File: src/inc/fkwe_regs.vh
// constants for the flash key, write and erase sequencer
// assumes a 25 MHz clock and a flash array sampled on the same clock
`ifndef FKWE_REGS_VH
`define FKWE_REGS_VH

// ****************************************
// unlock codes
// ****************************************
`define FKWE_KEY_FIRST      8'hA5
`define FKWE_KEY_SECOND     8'hF1

// ****************************************
// array geometry
// ****************************************
`define FKWE_ADDR_W         16
`define FKWE_PAGE_BITS      9
`define FKWE_ERASED_BYTE    8'hFF

// ****************************************
// key tracker states
// ****************************************
`define FKWE_KS_LOCKED      2'h0
`define FKWE_KS_FIRST       2'h1
`define FKWE_KS_OPEN        2'h2
`define FKWE_KS_DISABLED    2'h3

// ****************************************
// timing
// ****************************************
`define FKWE_CLK_PERIOD_NS  40
`define FKWE_PROG_TIME_NS   40000
`define FKWE_ERASE_TIME_NS  20000000
`define FKWE_PROG_CYCLES    ((`FKWE_PROG_TIME_NS + `FKWE_CLK_PERIOD_NS - 1) / `FKWE_CLK_PERIOD_NS)
`define FKWE_ERASE_CYCLES   ((`FKWE_ERASE_TIME_NS + `FKWE_CLK_PERIOD_NS - 1) / `FKWE_CLK_PERIOD_NS)
`define FKWE_TIMER_W        20

`endif

File: src/verilog/fkwe_op_timer.v
// down counter that times one program or erase operation
// assumes start_i is a one-cycle pulse on the same clock, count_i >= 1
module fkwe_op_timer #(
    parameter W = 20
) (
    input  wire         ref_clk_i,
    input  wire         rst_b_i,
    input  wire         start_i,
    input  wire [W-1:0] count_i,
    output wire         busy_o,
    output reg          done_o
);

    reg [W-1:0] cnt_r;

    // ****************************************
    // count down to zero
    // ****************************************
    always @(posedge ref_clk_i or negedge rst_b_i) begin
        if (!rst_b_i) begin
            cnt_r  <= {W{1'b0}};
            done_o <= 1'b0;
        end else begin
            done_o <= 1'b0;
            if (start_i) begin
                cnt_r <= count_i;
            end else if (cnt_r != {W{1'b0}}) begin
                cnt_r <= cnt_r - {{(W-1){1'b0}}, 1'b1};
                if (cnt_r == {{(W-1){1'b0}}, 1'b1}) begin
                    done_o <= 1'b1;
                end
            end
        end
    end

    assign busy_o = (cnt_r != {W{1'b0}});

endmodule // fkwe_op_timer

File: src/verilog/fkwe_ctrl.v
// key-protected program and erase sequencer for on-chip program memory
// assumes cpu control bits, stores and flash array all on ref_clk_i;
// sys_rst_i is the one-cycle system reset event from the reset controller
//
// Summary of operation
// - erase clears whole 512-byte page to ones
// - programming only clears bits, never sets
// - operations timed internally, no polling needed
// - cpu stalled for whole operation
// - keys A5 then F1 unlock one operation
// - no time limit between key writes
// - wrong or misordered key disables until reset
// - operation before unlock disables until reset
// - lock again after every operation
// - write enable steers stores to flash
// - erase targets page of next store, data ignored
// - byte mode programs each store
// - block mode buffers even, programs on odd
// - block program takes single-byte time
// - supply monitor off gives error reset
// - monitor or its reset source off errors
// - erase needs erase and write enables
// - error reset sets flash error indicator
`include "fkwe_regs.vh"

module fkwe_ctrl #(
    parameter PROG_CYCLES  = `FKWE_PROG_CYCLES,
    parameter ERASE_CYCLES = `FKWE_ERASE_CYCLES
) (
    input  wire        ref_clk_i,
    input  wire        rst_b_i,
    input  wire        sys_rst_i,
    input  wire        key_wr_i,
    input  wire [7:0]  key_data_i,
    input  wire        store_write_enable_i,
    input  wire        store_erase_enable_i,
    input  wire        block_write_select_i,
    input  wire        supply_monitor_on_i,
    input  wire        supply_reset_src_en_i,
    input  wire        st_valid_i,
    input  wire [15:0] st_addr_i,
    input  wire [7:0]  st_data_i,
    input  wire [15:0] flash_rdata_i,
    output reg         xram_we_o,
    output reg  [15:0] xram_addr_o,
    output reg  [7:0]  xram_wdata_o,
    output reg  [15:0] flash_addr_o,
    output reg  [15:0] flash_wdata_o,
    output reg  [1:0]  flash_bmask_o,
    output reg         flash_prog_o,
    output reg         flash_erase_o,
    output wire        cpu_stall_o,
    output wire [1:0]  key_state_o,
    output reg         flash_error_reset_o,
    output reg         flash_error_indicator_o
);

    localparam TW = `FKWE_TIMER_W;
    localparam [TW-1:0] PROG_CNT  = PROG_CYCLES[TW-1:0];
    localparam [TW-1:0] ERASE_CNT = ERASE_CYCLES[TW-1:0];

    reg  [1:0]    key_state_r;
    reg  [1:0]    key_state_nxt;
    reg  [7:0]    even_buf_r;
    reg           start_r;
    reg  [TW-1:0] start_cnt_r;
    wire          timer_busy;
    wire          timer_done;
    wire          busy;
    wire          flash_store;
    wire          supply_bad;

    // ****************************************
    // helpers
    // ****************************************
    function [7:0] prog_merge;
        input [7:0] old_byte;
        input [7:0] new_byte;
        begin
            prog_merge = old_byte & new_byte;
        end
    endfunction

    assign busy        = start_r | timer_busy | flash_prog_o | flash_erase_o;
    assign cpu_stall_o = busy;
    assign flash_store = st_valid_i & store_write_enable_i & ~busy;
    assign supply_bad  = ~supply_monitor_on_i | ~supply_reset_src_en_i;
    assign key_state_o = key_state_r;

    // ****************************************
    // key tracker
    // ****************************************
    always @* begin
        key_state_nxt = key_state_r;
        case (key_state_r)
            `FKWE_KS_LOCKED: begin
                if (key_wr_i) begin
                    if (key_data_i == `FKWE_KEY_FIRST) begin
                        key_state_nxt = `FKWE_KS_FIRST;
                    end else begin
                        key_state_nxt = `FKWE_KS_DISABLED;
                    end
                end else if (flash_store && !supply_bad) begin
                    key_state_nxt = `FKWE_KS_DISABLED;
                end
            end
            `FKWE_KS_FIRST: begin
                if (key_wr_i) begin
                    if (key_data_i == `FKWE_KEY_SECOND) begin
                        key_state_nxt = `FKWE_KS_OPEN;
                    end else begin
                        key_state_nxt = `FKWE_KS_DISABLED;
                    end
                end else if (flash_store && !supply_bad) begin
                    key_state_nxt = `FKWE_KS_DISABLED;
                end
            end
            `FKWE_KS_OPEN: begin
                if (key_wr_i) begin
                    key_state_nxt = `FKWE_KS_DISABLED;
                end else if (flash_store && !supply_bad) begin
                    key_state_nxt = `FKWE_KS_LOCKED;
                end
            end
            default: begin
                key_state_nxt = `FKWE_KS_DISABLED;
            end
        endcase
    end

    always @(posedge ref_clk_i or negedge rst_b_i) begin
        if (!rst_b_i) begin
            key_state_r <= `FKWE_KS_LOCKED;
        end else if (sys_rst_i) begin
            key_state_r <= `FKWE_KS_LOCKED;
        end else begin
            key_state_r <= key_state_nxt;
        end
    end

    // ****************************************
    // store steering and operation launch
    // ****************************************
    always @(posedge ref_clk_i or negedge rst_b_i) begin
        if (!rst_b_i) begin
            xram_we_o     <= 1'b0;
            xram_addr_o   <= 16'h0000;
            xram_wdata_o  <= 8'h00;
            flash_addr_o  <= 16'h0000;
            flash_wdata_o <= 16'hFFFF;
            flash_bmask_o <= 2'h0;
            flash_prog_o  <= 1'b0;
            flash_erase_o <= 1'b0;
            even_buf_r    <= `FKWE_ERASED_BYTE;
            start_r       <= 1'b0;
            start_cnt_r   <= PROG_CNT;
        end else if (sys_rst_i) begin
            xram_we_o     <= 1'b0;
            flash_prog_o  <= 1'b0;
            flash_erase_o <= 1'b0;
            even_buf_r    <= `FKWE_ERASED_BYTE;
            start_r       <= 1'b0;
        end else begin
            xram_we_o <= 1'b0;
            start_r   <= 1'b0;
            if (timer_done) begin
                flash_prog_o  <= 1'b0;
                flash_erase_o <= 1'b0;
                flash_bmask_o <= 2'h0;
            end
            if (st_valid_i && !store_write_enable_i && !busy) begin
                xram_we_o    <= 1'b1;
                xram_addr_o  <= st_addr_i;
                xram_wdata_o <= st_data_i;
            end
            if (flash_store && !supply_bad && key_state_r == `FKWE_KS_OPEN && !key_wr_i) begin
                if (store_erase_enable_i) begin
                    // whole page, store data ignored
                    flash_addr_o  <= {st_addr_i[15:`FKWE_PAGE_BITS],
                                      {`FKWE_PAGE_BITS{1'b0}}};
                    flash_wdata_o <= {`FKWE_ERASED_BYTE, `FKWE_ERASED_BYTE};
                    flash_bmask_o <= 2'h3;
                    flash_erase_o <= 1'b1;
                    start_r       <= 1'b1;
                    start_cnt_r   <= ERASE_CNT;
                end else if (block_write_select_i && !st_addr_i[0]) begin
                    even_buf_r <= st_data_i;
                end else if (block_write_select_i) begin
                    flash_addr_o  <= {st_addr_i[15:1], 1'b0};
                    flash_wdata_o <= {prog_merge(flash_rdata_i[15:8], st_data_i),
                                      prog_merge(flash_rdata_i[7:0], even_buf_r)};
                    flash_bmask_o <= 2'h3;
                    flash_prog_o  <= 1'b1;
                    start_r       <= 1'b1;
                    start_cnt_r   <= PROG_CNT;
                end else begin
                    flash_addr_o  <= st_addr_i;
                    flash_wdata_o <= st_addr_i[0] ?
                                     {prog_merge(flash_rdata_i[15:8], st_data_i), 8'hFF} :
                                     {8'hFF, prog_merge(flash_rdata_i[7:0], st_data_i)};
                    flash_bmask_o <= st_addr_i[0] ? 2'h2 : 2'h1;
                    flash_prog_o  <= 1'b1;
                    start_r       <= 1'b1;
                    start_cnt_r   <= PROG_CNT;
                end
            end
        end
    end

    // ****************************************
    // flash error reset and its indicator
    // ****************************************
    always @(posedge ref_clk_i or negedge rst_b_i) begin
        if (!rst_b_i) begin
            flash_error_reset_o     <= 1'b0;
            flash_error_indicator_o <= 1'b0;
        end else if (sys_rst_i) begin
            flash_error_indicator_o <= flash_error_reset_o;
            flash_error_reset_o     <= 1'b0;
        end else if (flash_store && supply_bad) begin
            flash_error_reset_o <= 1'b1;
        end
    end

    // ****************************************
    // operation timer
    // ****************************************
    fkwe_op_timer #(
        .W (TW)
    ) u_timer (
        .ref_clk_i (ref_clk_i),
        .rst_b_i   (rst_b_i),
        .start_i   (start_r),
        .count_i   (start_cnt_r),
        .busy_o    (timer_busy),
        .done_o    (timer_done)
    );

endmodule // fkwe_ctrl

File: config.mk
export PLATFORM = sky130hd
export DESIGN_NAME = fkwe_ctrl
export DESIGN_NICKNAME = d
export VERILOG_FILES = /design/src/verilog/fkwe_op_timer.v /design/src/verilog/fkwe_ctrl.v
export VERILOG_INCLUDE_DIRS = /design/src /design/src/inc
export SDC_FILE = /design/constraint.sdc
export NUM_CORES = 1
export LEC_CHECK = 0
export BUFFER_PORTS_ARGS = -buffer_cell sky130_fd_sc_hd__buf_4
export CAP_MARGIN = 20
export CORE_MARGIN = 3
export CORE_UTILIZATION = 53
export DETAILED_ROUTE_END_ITERATION = 8
export HOLD_SLACK_MARGIN = 0.08
export PLACE_DENSITY = 0.8
export RECOVER_POWER = 50
export SYNTH_ARGS = -nofsm -noshare
export SYNTH_HDL_FRONTEND = slang
export SYNTH_HIERARCHICAL = 1
export SYNTH_SLANG_ARGS = --single-unit
File: constraint.sdc
create_clock -name ref_clk_i -period 3.45 [get_ports ref_clk_i]
set_input_delay 1.035 -clock ref_clk_i [delete_from_list [all_inputs] [get_ports ref_clk_i]]
set_output_delay 1.035 -clock ref_clk_i [all_outputs]
set_load 0.01 [all_outputs]
==> results.yml <==
floorplan:
  initial_core_util_pct: 55.24
  die_area_um2: 9847
  ios: 124
  chipHeight_um: 99.23
  core_um2: 8341
  rows: 33
  die_x_um: 99.23
finish:
  nets: 593
  num_antenna_cells: 0
  area.growth.synth_to_final_pct: 26.29
  drive_above_1_share_pct: 39.29
clock_tree:
  cts.sinks: 97
  cts_buffers: 9
  clockRootBuffer: "clkbuf_8"
  cts.path.max_buffers: 2
  cts_tree: "built"
  clkTransAtPathRegs_ns: 0.09
  insertion_delay_ns: 0.36
  cts-htree-levels: 3
  postCtsHoldBufs: 0
grt:
  grt_max_degree: 59
  met1_usage_pct: 30.51
  grt_pass1_vias: 3643
  grtUsageMet3_pct: 6.381
  grt_pass1_wl_um: 18010
  grt-busiest-layer: "met2"
  grt-ovfl-total: 0
  met2_usage_pct: 36.47
  antenna_found_initial: 0
  grt.total_usage_pct: 22.70
pwr:
  total_power_mw: 2.080
  powerDensity_nw_per_um2: 357.5
  peakVddDrop_mv: 0.3214
  power_leakage_nw: 2.781
synthesis:
  synthTopCellsByCount: "dfrtp_1 (72), a21oi_1 (40), nand2_1 (31), mux2_2 (28), dfstp_2 (25)"
  ys_ff_latch: 97
  async_reset_ff_share_pct: 100.0
  synth.distinct_cells: 69
  synth.top_cell.area_share_pct: 39.11
  synth_area_leader_cell: "dfrtp_1"
  synth.avg_cell_area_um2: 11.58
  synth_area_um2: 4607
  yosysWarnings: 6
  synth.most_common_cell: "dfrtp_1"
  seq_area_frac_synth_pct: 53.37
  netlist_instances: 398
  synth-main-ff-cell: "dfrtp_1"
  synth_area_leaders: "dfrtp_1 (39%), dfstp_2 (14%), mux2_2 (6.8%), a21oi_1 (4.3%), nand2_1 (2.5%)"
  synth-edff-count: 0
status:
  outcome: "finished clean"
sta:
  rsz0062_at_grt: "false"
  fin_worst_skew_ns: 0.01058
  finalMaxSlewViolations: 0
  slew_headroom_pct: 4.339
  setup-tns-final_ns: 0
  timing.final.crit_period_ns: 3.300
  setup_viol: 0
  worstMarginPinSlew_ns: 1.435
  period_share_pct: 95.66
  timing.fmax_mhz: 303.0
  final_hold_viol_count: 0
routing:
  routed_via_density: 5.670
  ant_nets: 0
  vias: 3640
  drt_iter0_markers: 165
  wl_per_cell_um: 17.22
  routed_wl_um: 11060
  first_pass_iters: 4
  drc: 0
critical_path:
  critPathKind: "reg -> out"
  required_ns: 2.41
  endpoint_kind: "primary output"
  r2r-start: "u_timer/cnt_r[4]$_DFFE_PN0P_"
  crit_path_cell_trace: "nor4_4, buf_4, nand4_4, nor2_4, inv_1, nor4_4, inv_1, buf_4"
  cp_slowest_cell: "dfrtp_2"
  crit_path_start: "u_timer/cnt_r[4]$_DFFE_PN0P_"
  crit_arrival_ns: 2.27
  critical_path_peak_fanout: 10
  slowest_delay_ns: 0.47
  startpoint_type: "flip-flop"
hold_path:
  hp-start: "flash_error_indicator_o$_DFFE_PN0P_"
  hold_class: "reg -> reg"
placement:
  place.gp.congestion: 0.8396
  port_buffers: 123
  dpl.hpwl_um: 7736
job:
  drv_cap: 0
==> metrics by stage <==
| stage | hold slack (ns) | instances | instance area [um^2] | utilization (%) | setup WS, ns |
|---|---|---|---|---|---|
| CTS | 0.5162 | 640 | 5897 | 70.70 | 0.001378 |
| global placement | 0.4898 | 624 | 5674 | 68.03 | 0.1195 |
| global route | 0.5335 | 642 | 5818 | 69.76 | 0.02376 |
| detailed placement | 0.4955 | 624 | 5674 | 68.03 | 0.09200 |
| finish | 0.5129 | 642 | 5818 | 69.76 | 0.1498 |
| floorplan | 0.5150 | 407 | 4641 | - | 0.3893 |
==> where the power goes <==
| group | switching [mW] | internal [mW] |
|---|---|---|
| combinational | 0.0718 | 0.0572 |
| sequential | 0.00183 | 1.14 |
| clock | 0.405 | 0.405 |
| total | 0.478 | 1.60 |
==> metal layers <==
metal | up-vias | wire, um | part of all wire [%]
met3 | 15 | 739 | 6.7
met4 | 0 | 173 | 1.6
met1 | 1797 | 4792 | 43
met5 | - | 0 | 0
li1 | 1719 | - | -
met2 | 109 | 5352 | 48
==> cell families (layout without fill, tap and decap cells) <==
logic type / Yosys count / in the layout / share of synthesized area, %
AO/OA/AOI/OAI: 111 / 111 / 15.89
AND/OR/NAND/NOR: 109 / 109 / 15.29
flip-flops: 97 / 97 / 53.37
multiplexers: 36 / 36 / 9.343
buffers and inverters: 27 / 157 / 2.661
XOR/XNOR: 13 / 13 / 2.472
adder cells (fa/ha/maj): 3 / 3 / 0.8149
other: 2 / 11 / 0.1630
==> worst max-delay path, delay by kind of cell (launching register included) <==
kind,cells,cell delay (ns)
and+or+nand+nor,4,0.94
DFF,1,0.47
buffers and inverters,4,0.49
==> layout make-up <==
class / instances / area [um^2]
sequential: 97 / 2460
inverter: 9 / 33.78
clock buffer: 12 / 166.4
multi-input combinational: 283 / 2052
tap: 105 / 131.4
fill: 639 / 2522
clock inverter: 4 / 56.30
timing repair buffer: 132 / 918.4
==> registers in the layout (all words and copies together) (netlist names), 2 cells and up <==
name,flops
u_timer/cnt_r,20
flash_addr_o,16
flash_wdata_o,16
xram_addr_o,16
even_buf_r,8
xram_wdata_o,8
flash_bmask_o,2
key_state_o,2
start_cnt_r,2
==> worst paths after layout <==
check	slack, ns	cells past startpoint	end
hold reg to reg	0.51	1	flash_error_indicator_o$_DFFE_PN0P_
min in group asynchronous	1.00	1	u_timer/cnt_r[5]$_DFFE_PN0P_
max in group asynchronous	0.81	2	flash_addr_o[1]$_DFFE_PN0P_
setup / recovery	0.15	8	cpu_stall_o
hold / removal	0.51	1	flash_error_indicator_o$_DFFE_PN0P_
setup reg to reg	0.30	11	even_buf_r[0]$_DFFE_PN1P_
==> timing repair <==
item / CTS / global route
setup buffers: 0 / 2
setup endpoints to repair: 0 / 9
resized for setup: 0 / 2
==> cell usage in the layout, fill, tap and decap left out, types with 4 or more instances in the layout <==
cell type and count:
xor2_1 5, nand3_1 7, clkbuf_8 10, a21o_1 10, o21ai_0 10, nor4_4 4
clkbuf_1 19, o31ai_1 7, buf_4 111, mux2_2 28, nor2_1 20, a21oi_1 40
nor4_1 4, mux2_4 7, a21boi_0 8, dfstp_2 25, nor2b_1 4, dfrtp_1 71
conb_1 11, o22a_1 8, nand2_1 31, xnor2_1 8, inv_1 9, nor3_1 7
a31oi_1 8
(Power assumes the default switching activity.)
